### src/rtl/tc_pkg.sv
// constants and types shared by the touch controller command handler
package tc_pkg;
  // ---------------------------------------------------------------
  // packet framing
  // ---------------------------------------------------------------
  localparam logic [7:0] HDR = 8'h55;
  localparam logic [7:0] RX_MAX = 8'h0c;
  localparam logic [3:0] RX_DAT = 4'h4;
  localparam logic [7:0] MAX_CNT = 8'h08;
  // ---------------------------------------------------------------
  // command ids
  // ---------------------------------------------------------------
  localparam logic [7:0] CMD_VER = 8'h10;
  localparam logic [7:0] CMD_TEN = 8'h12;
  localparam logic [7:0] CMD_TDIS = 8'h13;
  localparam logic [7:0] CMD_CAL = 8'h14;
  localparam logic [7:0] CMD_RRD = 8'h20;
  localparam logic [7:0] CMD_RWR = 8'h21;
  localparam logic [7:0] CMD_BASE = 8'h22;
  localparam logic [7:0] CMD_SAVE = 8'h23;
  localparam logic [7:0] CMD_NRD = 8'h28;
  localparam logic [7:0] CAL_4PT = 8'h04;
  // ---------------------------------------------------------------
  // response status and sizes
  // ---------------------------------------------------------------
  localparam logic [7:0] ST_OK = 8'h00;
  localparam logic [7:0] ST_UNK = 8'h01;
  localparam logic [7:0] ST_HDR = 8'h03;
  localparam logic [7:0] ST_TMO = 8'h04;
  localparam logic [7:0] ST_CAN = 8'hfc;
  localparam logic [7:0] SZ_ACK = 8'h02;
  localparam logic [7:0] SZ_BASE = 8'h03;
  localparam logic [7:0] SZ_VER = 8'h05;
  localparam logic [7:0] NO_ID = 8'h00;
  // ---------------------------------------------------------------
  // type byte, registers and nonvolatile layout
  // ---------------------------------------------------------------
  localparam logic [1:0] RES_10 = 2'h1;
  localparam logic [7:0] REG_CNT = 8'h10;
  localparam int REG_OPT = 13;
  localparam int REG_INSET = 14;
  localparam int CCE_BIT = 7;
  localparam int NV_DEPTH = 256;
  localparam logic [7:0] NV_CFG_BASE = 8'h01;
  localparam logic [7:0] NV_CAL_BASE = 8'h15;
  localparam logic [7:0] CAL_BYTES = 8'h11;
  localparam int CAL_FLIP = 16;
  localparam int FL_SWAP = 2;
  localparam int FL_XM = 1;
  localparam int FL_YM = 0;
  localparam logic [9:0] CO_MAX = 10'h3ff;
  localparam int SCALE_SH = 6;
  localparam int INSET_SH = 7;
  // ---------------------------------------------------------------
  // timing
  // ---------------------------------------------------------------
  localparam int TMO_MS = 100;
  localparam int CLK_KHZ = 200000;
  localparam int TMO_CYC = TMO_MS * CLK_KHZ;
  // ---------------------------------------------------------------
  // types
  // ---------------------------------------------------------------
  typedef struct packed {
    logic [9:0] x;
    logic [9:0] y;
  } tc_pt_t;
  typedef enum logic [1:0] {RX_IDLE, RX_SIZE, RX_BODY} tc_rx_st_t;
endpackage

### src/rtl/tc_cmd_handler.sv
// command interpreter of the resistive touch controller
// Behaviour
// - version query answers size 5: status, id, version hi, lo, type
// - type bits 7:6 give coordinate resolution 00/01/10 = 8/10/12 bit
// - type bits 5:0 carry a fixed six-bit controller kind code
// - touch enable turns reports on and acks with size 2
// - touch disable stops reports; a touch still raises wake
// - calibrate type 4 takes the next four touches as points
// - on completion store points and registers, set calibrated enable
// - any command during calibration cancels it
// - calibrate acks first with size 2 status 0; five packets total
// - extrapolate points by inset, reorder min at UL, max at LR
// - stored coordinate is 10-bit times 64, low byte then high
// - orientation byte: swap bit 2, x mirror 1, y mirror 0
// - register read of 1..8 bytes answers size two plus count
// - address high byte is ignored on register and memory access
// - register write of 1..8 bytes acks with size 2
// - base request answers size 3 with the group start address
// - save command copies registers to nonvolatile memory
// - 256 bytes nonvolatile; low half device, high half user
// - memory read returns the requested stored bytes
// - packets start with 0x55, then size, command id, data
// - status 0 ok, 1 unknown, 3 bad header, 4 timeout, fc cancel
// - no touch reports while a command is being received
`timescale 1ns/100ps
module tc_cmd_handler #(
  parameter int TMO_CYCLES = tc_pkg::TMO_CYC,
  parameter logic [7:0] VER_HI = 8'h01, // arbitrary
  parameter logic [7:0] VER_LO = 8'h00, // arbitrary
  parameter logic [5:0] KIND_CODE = 6'h15, // arbitrary
  parameter logic [7:0] REG_BASE = 8'h20
)(
  // clock and reset
  input wire logic mclk,
  input wire logic sys_rst,
  // command bytes from the transport
  input wire logic rx_valid,
  input wire logic [7:0] rx_data,
  // response bytes to the transport
  output logic tx_valid,
  output logic [7:0] tx_data,
  input wire logic tx_ready,
  // touches from acquisition
  input wire logic touch_valid,
  input wire tc_pkg::tc_pt_t touch_pt,
  // coordinate reports and status
  output logic rpt_valid,
  output tc_pkg::tc_pt_t rpt_pt,
  output logic rpt_calibrated,
  output logic wake,
  output logic touch_enabled,
  output logic cal_active,
  output logic receiving
);
  // ---------------------------------------------------------------
  // helpers
  // ---------------------------------------------------------------
  function automatic logic [9:0] mn(input logic [9:0] a, b);
    mn = (a < b) ? a : b;
  endfunction
  function automatic logic [9:0] mx(input logic [9:0] a, b);
    mx = (a > b) ? a : b;
  endfunction
  function automatic logic [9:0] ad(input logic [9:0] a, b);
    ad = (a > b) ? a - b : b - a;
  endfunction
  function automatic logic [9:0] lo_ext(input logic [9:0] v, d);
    lo_ext = (d > v) ? '0 : v - d;
  endfunction
  function automatic logic [9:0] hi_ext(input logic [9:0] v, d);
    logic [10:0] s;
    s = {1'b0, v} + {1'b0, d};
    hi_ext = s[10] ? tc_pkg::CO_MAX : s[9:0];
  endfunction

  // ---------------------------------------------------------------
  // state
  // ---------------------------------------------------------------
  tc_pkg::tc_rx_st_t rx_st;
  logic [7:0] rx_size, q_size, q_stat, q_id;
  logic [3:0] rx_cnt, tx_idx, tx_last;
  logic [7:0] rxb [tc_pkg::RX_MAX];
  logic [31:0] tmo_cnt;
  logic exec, hdr_err, tmo, tx_busy;
  logic [7:0] q_dat [tc_pkg::MAX_CNT], rdat [tc_pkg::MAX_CNT];
  logic [7:0] txb [tc_pkg::RX_MAX];
  logic [7:0] rs_size, rs_stat, rs_id;
  logic cal_mode, cal_fin;
  logic [1:0] cal_n;
  tc_pkg::tc_pt_t pts [4];
  logic [7:0] cfg [tc_pkg::REG_CNT], cfg_img [tc_pkg::REG_CNT];
  logic [7:0] nv [tc_pkg::NV_DEPTH];
  logic [15:0] cw [8];
  logic [7:0] cb [tc_pkg::CAL_BYTES];
  logic [7:0] calibration_orientation_byte;
  logic [1:0] coord_resolution;
  logic [5:0] controller_kind_code;
  logic [7:0] version_type_byte;

  assign coord_resolution = tc_pkg::RES_10;
  assign controller_kind_code = KIND_CODE;
  assign version_type_byte = {coord_resolution, controller_kind_code};

  // ---------------------------------------------------------------
  // packet receive
  // ---------------------------------------------------------------
  wire rx_idle = rx_st == tc_pkg::RX_IDLE;
  wire rx_hdr_ok = rx_data == tc_pkg::HDR;
  wire size_ok = rx_data != '0 && rx_data <= tc_pkg::RX_MAX;
  wire rx_last = rx_st == tc_pkg::RX_BODY &&
                 {4'h0, rx_cnt} + 8'h01 == rx_size;
  wire tmo_hit = !rx_idle && tmo_cnt == 32'(TMO_CYCLES - 1);

  always_ff @(posedge mclk) begin
    if (sys_rst) begin
      rx_st <= tc_pkg::RX_IDLE;
      rx_size <= '0;
      rx_cnt <= '0;
      tmo_cnt <= '0;
      exec <= 1'b0;
      hdr_err <= 1'b0;
      tmo <= 1'b0;
    end else begin
      exec <= rx_valid && rx_last;
      hdr_err <= rx_valid && rx_idle && !rx_hdr_ok;
      tmo <= tmo_hit && !rx_valid;
      tmo_cnt <= (rx_valid || rx_idle) ? '0 : tmo_cnt + 32'h1;
      if (rx_valid) begin
        case (rx_st)
          tc_pkg::RX_IDLE: if (rx_hdr_ok) rx_st <= tc_pkg::RX_SIZE;
          tc_pkg::RX_SIZE: begin
            rx_size <= rx_data;
            rx_cnt <= '0;
            rx_st <= size_ok ? tc_pkg::RX_BODY : tc_pkg::RX_IDLE;
          end
          tc_pkg::RX_BODY: begin
            rx_cnt <= rx_cnt + 4'h1;
            if (rx_last) rx_st <= tc_pkg::RX_IDLE;
          end
          default: rx_st <= tc_pkg::RX_IDLE;
        endcase
      end else if (tmo_hit) begin
        rx_st <= tc_pkg::RX_IDLE;
      end
    end
  end

  // rxb[0] is the command id, [1] address high, [2] address low, [3] count
  for (genvar k = 0; k < tc_pkg::RX_MAX; k++) begin : g_rxb
    always_ff @(posedge mclk) begin
      if (sys_rst) rxb[k] <= '0;
      else if (rx_valid && rx_st == tc_pkg::RX_BODY && rx_cnt == 4'(k))
        rxb[k] <= rx_data;
    end
  end

  // ---------------------------------------------------------------
  // command decode
  // ---------------------------------------------------------------
  wire [7:0] cmd = rxb[0];
  wire [7:0] cnt = rxb[3];
  wire cnt_ok = cnt != '0 && cnt <= tc_pkg::MAX_CNT;
  // high address byte rxb[1] never enters the address decode
  wire [7:0] ridx = rxb[2] - REG_BASE;
  wire [7:0] nadr = rxb[2];
  wire cancel = exec && cal_mode;
  wire run = exec && !cal_mode && !tx_busy;
  wire do_wr = run && cmd == tc_pkg::CMD_RWR && cnt_ok;
  wire do_save = run && cmd == tc_pkg::CMD_SAVE;
  wire do_cal = run && cmd == tc_pkg::CMD_CAL &&
                rxb[1] == tc_pkg::CAL_4PT;
  // calibration touches count only while no packet is in flight either way
  wire cal_tch = touch_valid && cal_mode && !tx_busy && rx_idle;
  wire rs_load = (hdr_err || tmo || exec || cal_tch) && !tx_busy;

  always_comb begin
    rs_size = tc_pkg::SZ_ACK;
    rs_stat = tc_pkg::ST_OK;
    rs_id = cmd;
    case (cmd)
      tc_pkg::CMD_VER: rs_size = tc_pkg::SZ_VER;
      tc_pkg::CMD_TEN, tc_pkg::CMD_TDIS, tc_pkg::CMD_SAVE: ;
      tc_pkg::CMD_CAL:
        if (rxb[1] != tc_pkg::CAL_4PT) rs_stat = tc_pkg::ST_UNK;
      tc_pkg::CMD_RRD, tc_pkg::CMD_NRD:
        if (cnt_ok) rs_size = tc_pkg::SZ_ACK + cnt;
        else rs_stat = tc_pkg::ST_UNK;
      tc_pkg::CMD_RWR: if (!cnt_ok) rs_stat = tc_pkg::ST_UNK;
      tc_pkg::CMD_BASE: rs_size = tc_pkg::SZ_BASE;
      default: rs_stat = tc_pkg::ST_UNK;
    endcase
    if (hdr_err) begin
      rs_size = tc_pkg::SZ_ACK;
      rs_stat = tc_pkg::ST_HDR;
      rs_id = tc_pkg::NO_ID;
    end else if (tmo) begin
      rs_size = tc_pkg::SZ_ACK;
      rs_stat = tc_pkg::ST_TMO;
      rs_id = (rx_cnt != '0) ? cmd : tc_pkg::NO_ID;
    end else if (cancel || cal_tch) begin
      rs_size = tc_pkg::SZ_ACK;
      rs_stat = cancel ? tc_pkg::ST_CAN : tc_pkg::ST_OK;
      rs_id = tc_pkg::CMD_CAL;
    end
  end

  // ---------------------------------------------------------------
  // response data and transmit
  // ---------------------------------------------------------------
  for (genvar i = 0; i < tc_pkg::MAX_CNT; i++) begin : g_dat
    wire [7:0] ri = ridx + 8'(i);
    wire [7:0] ni = nadr + 8'(i);
    wire [7:0] vb = (i == 0) ? VER_HI : (i == 1) ? VER_LO :
                    (i == 2) ? version_type_byte : '0;
    wire [7:0] bb = (i == 0) ? REG_BASE : '0;
    wire [7:0] rb = (ri < tc_pkg::REG_CNT) ? cfg[ri[3:0]] : '0;
    assign rdat[i] = (cmd == tc_pkg::CMD_VER) ? vb :
                     (cmd == tc_pkg::CMD_BASE) ? bb :
                     (cmd == tc_pkg::CMD_RRD) ? rb : nv[ni];
    assign txb[tc_pkg::RX_DAT + 4'(i)] = q_dat[i];
    always_ff @(posedge mclk) begin
      if (sys_rst) q_dat[i] <= '0;
      else if (rs_load) q_dat[i] <= rdat[i];
    end
  end
  assign txb[0] = tc_pkg::HDR;
  assign txb[1] = q_size;
  assign txb[2] = q_stat;
  assign txb[3] = q_id;

  always_ff @(posedge mclk) begin
    if (sys_rst) begin
      tx_busy <= 1'b0;
      tx_idx <= '0;
      tx_last <= '0;
      tx_data <= '0;
      q_size <= '0;
      q_stat <= '0;
      q_id <= '0;
    end else if (rs_load) begin
      tx_busy <= 1'b1;
      tx_idx <= '0;
      tx_last <= rs_size[3:0] + 4'h1;
      tx_data <= tc_pkg::HDR;
      q_size <= rs_size;
      q_stat <= rs_stat;
      q_id <= rs_id;
    end else if (tx_busy && tx_ready) begin
      if (tx_idx == tx_last) begin
        tx_busy <= 1'b0;
      end else begin
        tx_idx <= tx_idx + 4'h1;
        tx_data <= txb[tx_idx + 4'h1];
      end
    end
  end
  assign tx_valid = tx_busy;

  // ---------------------------------------------------------------
  // touch enable, reports and calibration sequencing
  // ---------------------------------------------------------------
  always_ff @(posedge mclk) begin
    if (sys_rst) begin
      touch_enabled <= 1'b1;
      rpt_valid <= 1'b0;
      rpt_pt <= '0;
      wake <= 1'b0;
      cal_mode <= 1'b0;
      cal_n <= '0;
      cal_fin <= 1'b0;
    end else begin
      if (run && cmd == tc_pkg::CMD_TEN) touch_enabled <= 1'b1;
      else if (run && cmd == tc_pkg::CMD_TDIS) touch_enabled <= 1'b0;
      // reports are held off during a command and during calibration
      rpt_valid <= touch_valid && touch_enabled && !cal_mode &&
                   rx_idle;
      rpt_pt <= touch_pt;
      wake <= touch_valid;
      cal_fin <= cal_tch && cal_n == 2'h3;
      if (do_cal) begin
        cal_mode <= 1'b1;
        cal_n <= '0;
      end else if (cancel) begin
        cal_mode <= 1'b0;
      end else if (cal_tch) begin
        cal_n <= cal_n + 2'h1;
        if (cal_n == 2'h3) cal_mode <= 1'b0;
      end
    end
  end
  assign cal_active = cal_mode;
  assign receiving = !rx_idle;

  always_ff @(posedge mclk) begin
    if (cal_tch) pts[cal_n] <= touch_pt;
  end

  // ---------------------------------------------------------------
  // calibration point processing
  // ---------------------------------------------------------------
  wire [9:0] xl = mn(mn(pts[0].x, pts[1].x), mn(pts[2].x, pts[3].x));
  wire [9:0] xh = mx(mx(pts[0].x, pts[1].x), mx(pts[2].x, pts[3].x));
  wire [9:0] yl = mn(mn(pts[0].y, pts[1].y), mn(pts[2].y, pts[3].y));
  wire [9:0] yh = mx(mx(pts[0].y, pts[1].y), mx(pts[2].y, pts[3].y));
  wire [7:0] inset = cfg[tc_pkg::REG_INSET];
  // span times inset over 128 approximates the inset share of full scale
  wire [17:0] px = (xh - xl) * inset;
  wire [17:0] py = (yh - yl) * inset;
  wire [9:0] dx = px[tc_pkg::INSET_SH +: 10];
  wire [9:0] dy = py[tc_pkg::INSET_SH +: 10];
  wire [9:0] ex_l = lo_ext(xl, dx);
  wire [9:0] ex_h = hi_ext(xh, dx);
  wire [9:0] ey_l = lo_ext(yl, dy);
  wire [9:0] ey_h = hi_ext(yh, dy);
  wire [9:0] co [8];
  // order: UL x,y  UR x,y  LR x,y  LL x,y
  assign co = '{ex_l, ey_l, ex_h, ey_l, ex_h, ey_h, ex_l, ey_h};

  always_comb begin
    calibration_orientation_byte = '0;
    calibration_orientation_byte[tc_pkg::FL_SWAP] =
      ad(pts[1].x, pts[0].x) < ad(pts[1].y, pts[0].y);
    calibration_orientation_byte[tc_pkg::FL_XM] = pts[0].x > pts[1].x;
    calibration_orientation_byte[tc_pkg::FL_YM] = pts[0].y > pts[3].y;
  end

  for (genvar c = 0; c < 8; c++) begin : g_cw
    assign cw[c] = 16'({6'h00, co[c]} << tc_pkg::SCALE_SH);
    assign cb[2 * c] = cw[c][7:0];
    assign cb[2 * c + 1] = cw[c][15:8];
  end
  assign cb[tc_pkg::CAL_FLIP] = calibration_orientation_byte;

  // ---------------------------------------------------------------
  // configuration registers
  // ---------------------------------------------------------------
  for (genvar j = 0; j < tc_pkg::REG_CNT; j++) begin : g_cfg
    wire [7:0] off = 8'(j) - ridx;
    wire hit = do_wr && ridx < tc_pkg::REG_CNT && off < cnt;
    wire cce = cal_fin && j == tc_pkg::REG_OPT;
    assign cfg_img[j] = cfg[j] |
      (cce ? 8'(1 << tc_pkg::CCE_BIT) : '0);
    always_ff @(posedge mclk) begin
      if (sys_rst) cfg[j] <= '0;
      else if (hit) cfg[j] <= rxb[tc_pkg::RX_DAT + {1'b0, off[2:0]}];
      else if (cce) cfg[j] <= cfg_img[j];
    end
  end
  assign rpt_calibrated = cfg[tc_pkg::REG_OPT][tc_pkg::CCE_BIT];

  // ---------------------------------------------------------------
  // nonvolatile store: 0x00-0x7f device data, 0x80-0xff user data
  // ---------------------------------------------------------------
  for (genvar n = 0; n < tc_pkg::NV_DEPTH; n++) begin : g_nv
    wire [7:0] co_i = 8'(n) - tc_pkg::NV_CFG_BASE;
    wire [7:0] ka = 8'(n) - tc_pkg::NV_CAL_BASE;
    wire in_cfg = co_i < tc_pkg::REG_CNT;
    wire in_cal = cal_fin && ka < tc_pkg::CAL_BYTES;
    wire we = ((do_save || cal_fin) && in_cfg) || in_cal;
    wire [7:0] wd = in_cal ? cb[ka[4:0]] : cfg_img[co_i[3:0]];
    always_ff @(posedge mclk) begin
      if (sys_rst) nv[n] <= '0;
      else if (we) nv[n] <= wd;
    end
  end
endmodule

### config.mk
export PLATFORM = sky130hd
export DESIGN_NAME = tc_cmd_handler
export DESIGN_NICKNAME = d
export VERILOG_FILES = /design/src/rtl/tc_pkg.sv /design/src/rtl/tc_cmd_handler.sv
export SDC_FILE = /design/constraint.sdc
export NUM_CORES = 2
export LEC_CHECK = 0
export BUFFER_PORTS_ARGS = -buffer_cell sky130_fd_sc_hd__buf_2
export CORE_MARGIN = 3
export CORE_UTILIZATION = 35
export DETAILED_ROUTE_END_ITERATION = 8
export REMOVE_ABC_BUFFERS = 1
export SKIP_CTS_REPAIR_TIMING = 1
export SLEW_MARGIN = 20
export SYNTH_ARGS = -nofsm -noshare
export SYNTH_HDL_FRONTEND = slang
export SYNTH_SLANG_ARGS = --single-unit
### constraint.sdc
create_clock -name mclk -period 16.43 [get_ports mclk]
set_clock_uncertainty 0.2 [all_clocks]
set_input_delay 0 -clock mclk [delete_from_list [all_inputs] [get_ports mclk]]
set_output_delay 0 -clock mclk [all_outputs]
set_load 0.02 [all_outputs]
==> impl_metrics.env <==
export IMPL_status="complete, no violations"
export IMPL_drtPass1Iterations=7
export IMPL_drt_wl_total_um=223000
export IMPL_max_stage_delay_ps=870
export IMPL_synth_most_common_cell="edfxtp_1"
export IMPL_fin_hold_ws_ps=18.3
export IMPL_cp_common_cell="inv_1"
export IMPL_timing_fmax_mhz=69.4
export IMPL_clk_latency_ps=720
export IMPL_wl_per_cell_um=27.3
export IMPL_drv_slew=0
export IMPL_track_usage_pct=23.5
export IMPL_num_rows=154
export IMPL_vias_per_cell=6.10
export IMPL_gr_total_overflow=0
export IMPL_antenna_found_initial=6
export IMPL_setup_viol=0
export IMPL_cts_clk_slew_worst_paths_ps=60
export IMPL_cts_tree="yes"
export IMPL_p_leak_nw=26.1
export IMPL_fin_cells=8142
export IMPL_synth_seq_area_share_pct=33.7
export IMPL_netlist_area_sq_um=62800
export IMPL_cts_buffer_depth=3
export IMPL_cts_root_buf="clkbuf_16"
export IMPL_async_flop_share_pct=0
export IMPL_max_slew_margin_pct=11.2
export IMPL_hp_class="in2reg"
export IMPL_cts_sinks=742
export IMPL_gp_congestion=1.01
export IMPL_synth_edf_count=629
export IMPL_grt_pass1_wl_um=322000
export IMPL_nFillCells=17000
export IMPL_cp_end_kind="register"
export IMPL_die_width_um=429
export IMPL_start_util_pct=35.4
export IMPL_required_ps=16630
export IMPL_placeableCoreArea_sq_um=177000
export IMPL_fin_crit_ps=14410
export IMPL_cp_slowest_cell="a211oi_1"
export IMPL_synth_flop_cell="edfxtp_1"
export IMPL_crit_type="reg2reg"
export IMPL_cap_viol_max_count=0
export IMPL_yosys_warnings=0
export IMPL_drt_iter0_drc=6251
export IMPL_grt_pass1_vias=47300
export IMPL_portBuffers=67
export IMPL_power_density_nw_per_um2=83.2
export IMPL_critPathMaxFanout=24
export IMPL_ys_seq_elements=742
export IMPL_ant_nets=0
export IMPL_grt_start_max_net_pins=134
export IMPL_htreeDepth=3
export IMPL_fin_util_pct=39.2
export IMPL_worst_slew_pin_slew_ps=1320
export IMPL_use_met2_pct=35.6
export IMPL_grtUsageMet3_pct=6.64
export IMPL_die_area_sq_um=184000
export IMPL_drc=0
export IMPL_crit_arrival_ps=14610
export IMPL_synth_top_area_cell="edfxtp_1"
export IMPL_tns_ps=0
export IMPL_cts_buffers=84
export IMPL_io_pins=68
export IMPL_peakVddDrop_v=0.0000745
export IMPL_synth_common_cells="edfxtp_1 (629), mux4_2 (576), nor2_1 (479)"
export IMPL_p_total_mw=5.79
export IMPL_fp_dieH_um=429
export IMPL_rsz0062_at_grt="false"
export IMPL_synthTopCellsByArea="edfxtp_1 (30%), mux4_2 (21%), ha_1 (6.9%)"
export IMPL_grt_met1_usage_pct=31.2
export IMPL_avgSynthCellArea_sq_um=11.0
export IMPL_fin_crit_sh_pct=87.7
export IMPL_drive_above_1_share_pct=16.9
export IMPL_dp_hpwl_um=164000
export IMPL_fin_nets=6231
export IMPL_synth_distinct_cells=94
export IMPL_netlist_instances=5688
export IMPL_yosysTopAreaCellShare_pct=30.1
export IMPL_hold_viol=0
export IMPL_vias=49700
export IMPL_syn2layout_area_growth_pct=10.8
export IMPL_top_usage_layer="met2"
export IMPL_start_kind="register"
export IMPL_placed_cells=7917
layout make-up:
cell class	instances	area (sq um)	share of cell area, %
multi-input cells	4296	39400	56.7
flip-flops and latches	742	21200	30.4
well taps	2340	2930	4.21
clock buffers	106	2220	3.19
repair buffers	237	1820	2.62
inverters	360	1360	1.95
clock inverters	51	603	0.867
diodes	10	25.0	0.0360
per-stage QoR:
step	area (sq um)	worst slack [ps]
finish	69500	2020
floorplan	61600	-15820
detailed placement	66100	2120
CTS	68900	2120
global placement	66000	2440
global route	69500	953
critical path: cells and delay by family, from the launching register on:
family,cells,cell delay [ps]
and+or+nand+nor,10,1860
adders and majority gates,11,4130
xor gates and xnor gates,1,180
DFF,1,410
AOI/OAI and AO/OA,20,6790
buffers and inverters,8,500
flip-flops by register name (all words and copies together), names as in the netlist, 2 cells and up:
name and count:
tmo_cnt 32, q_size 8, tx_data 8, q_stat 4, rx_cnt 4, q_id 8, rpt_pt 20, cal_n 2
pts 80, tx_last 4, nv 261, tx_idx 4, q_dat 64, rx_st 2, rxb 96, rx_size 8
cfg 128
cells by family after synthesis:
logic type,share of synthesized area [%]
compound gates,9.91
xor+xnor,3.53
fa+ha+maj,11.2
buf+inv,4.21
flops,33.7
mux,24.1
other cells,0.00598
simple gates,13.3
per-layer routing:
layer / part of all wire (%) / vias to the layer above
met5: 0.0094 / -
met4: 4.9 / 4
met3: 12 / 527
met2: 44 / 2990
met1: 39 / 24900
li1: - / 21200
cells in the final DEF, fill, tap and decap left out, types with 55 or more instances in the layout:
| master | n |
|---|---|
| buf_4 | 108 |
| nor2b_1 | 98 |
| buf_2 | 66 |
| dfxtp_1 | 112 |
| nor2_1 | 477 |
| ha_1 | 343 |
| xor2_1 | 75 |
| o21ai_0 | 204 |
| nand3_1 | 85 |
| inv_1 | 347 |
| mux4_2 | 576 |
| a21oi_1 | 353 |
| dlygate4sd3_1 | 58 |
| clkbuf_16 | 85 |
| nor3_1 | 84 |
| fa_1 | 132 |
| mux2i_1 | 204 |
| and2_1 | 314 |
| nand2_1 | 423 |
| a22oi_1 | 55 |
| edfxtp_1 | 629 |
| a21o_1 | 94 |
| nand2b_1 | 62 |
| xnor2_1 | 161 |
worst paths after layout:
| path | depth (start not counted) | end | slack (ps) | from |
|---|---|---|---|---|
| min reg2reg | 2 | q_size[3]$_SDFFE_PP0P_ | 260 | q_size[3]$_SDFFE_PP0P_ |
| min | 5 | tx_valid$_SDFFE_PP0P_ | 20 | tx_ready |
| max | 50 | nv[30][0]$_SDFFCE_PN0P_ | 2020 | pts[0][10]$_DFFE_PP_ |
| max reg2reg | 50 | nv[30][0]$_SDFFCE_PN0P_ | 2020 | pts[0][10]$_DFFE_PP_ |
power by group:
group | total, mW | switching, mW | internal (mW)
combinational | 1.63 | 1.02 | 0.613
sequential | 2.19 | 0.0761 | 2.11
clock | 1.97 | 0.858 | 1.11
total | 5.79 | 1.95 | 3.84
No activity file was read; power rests on OpenSTA's default activity.
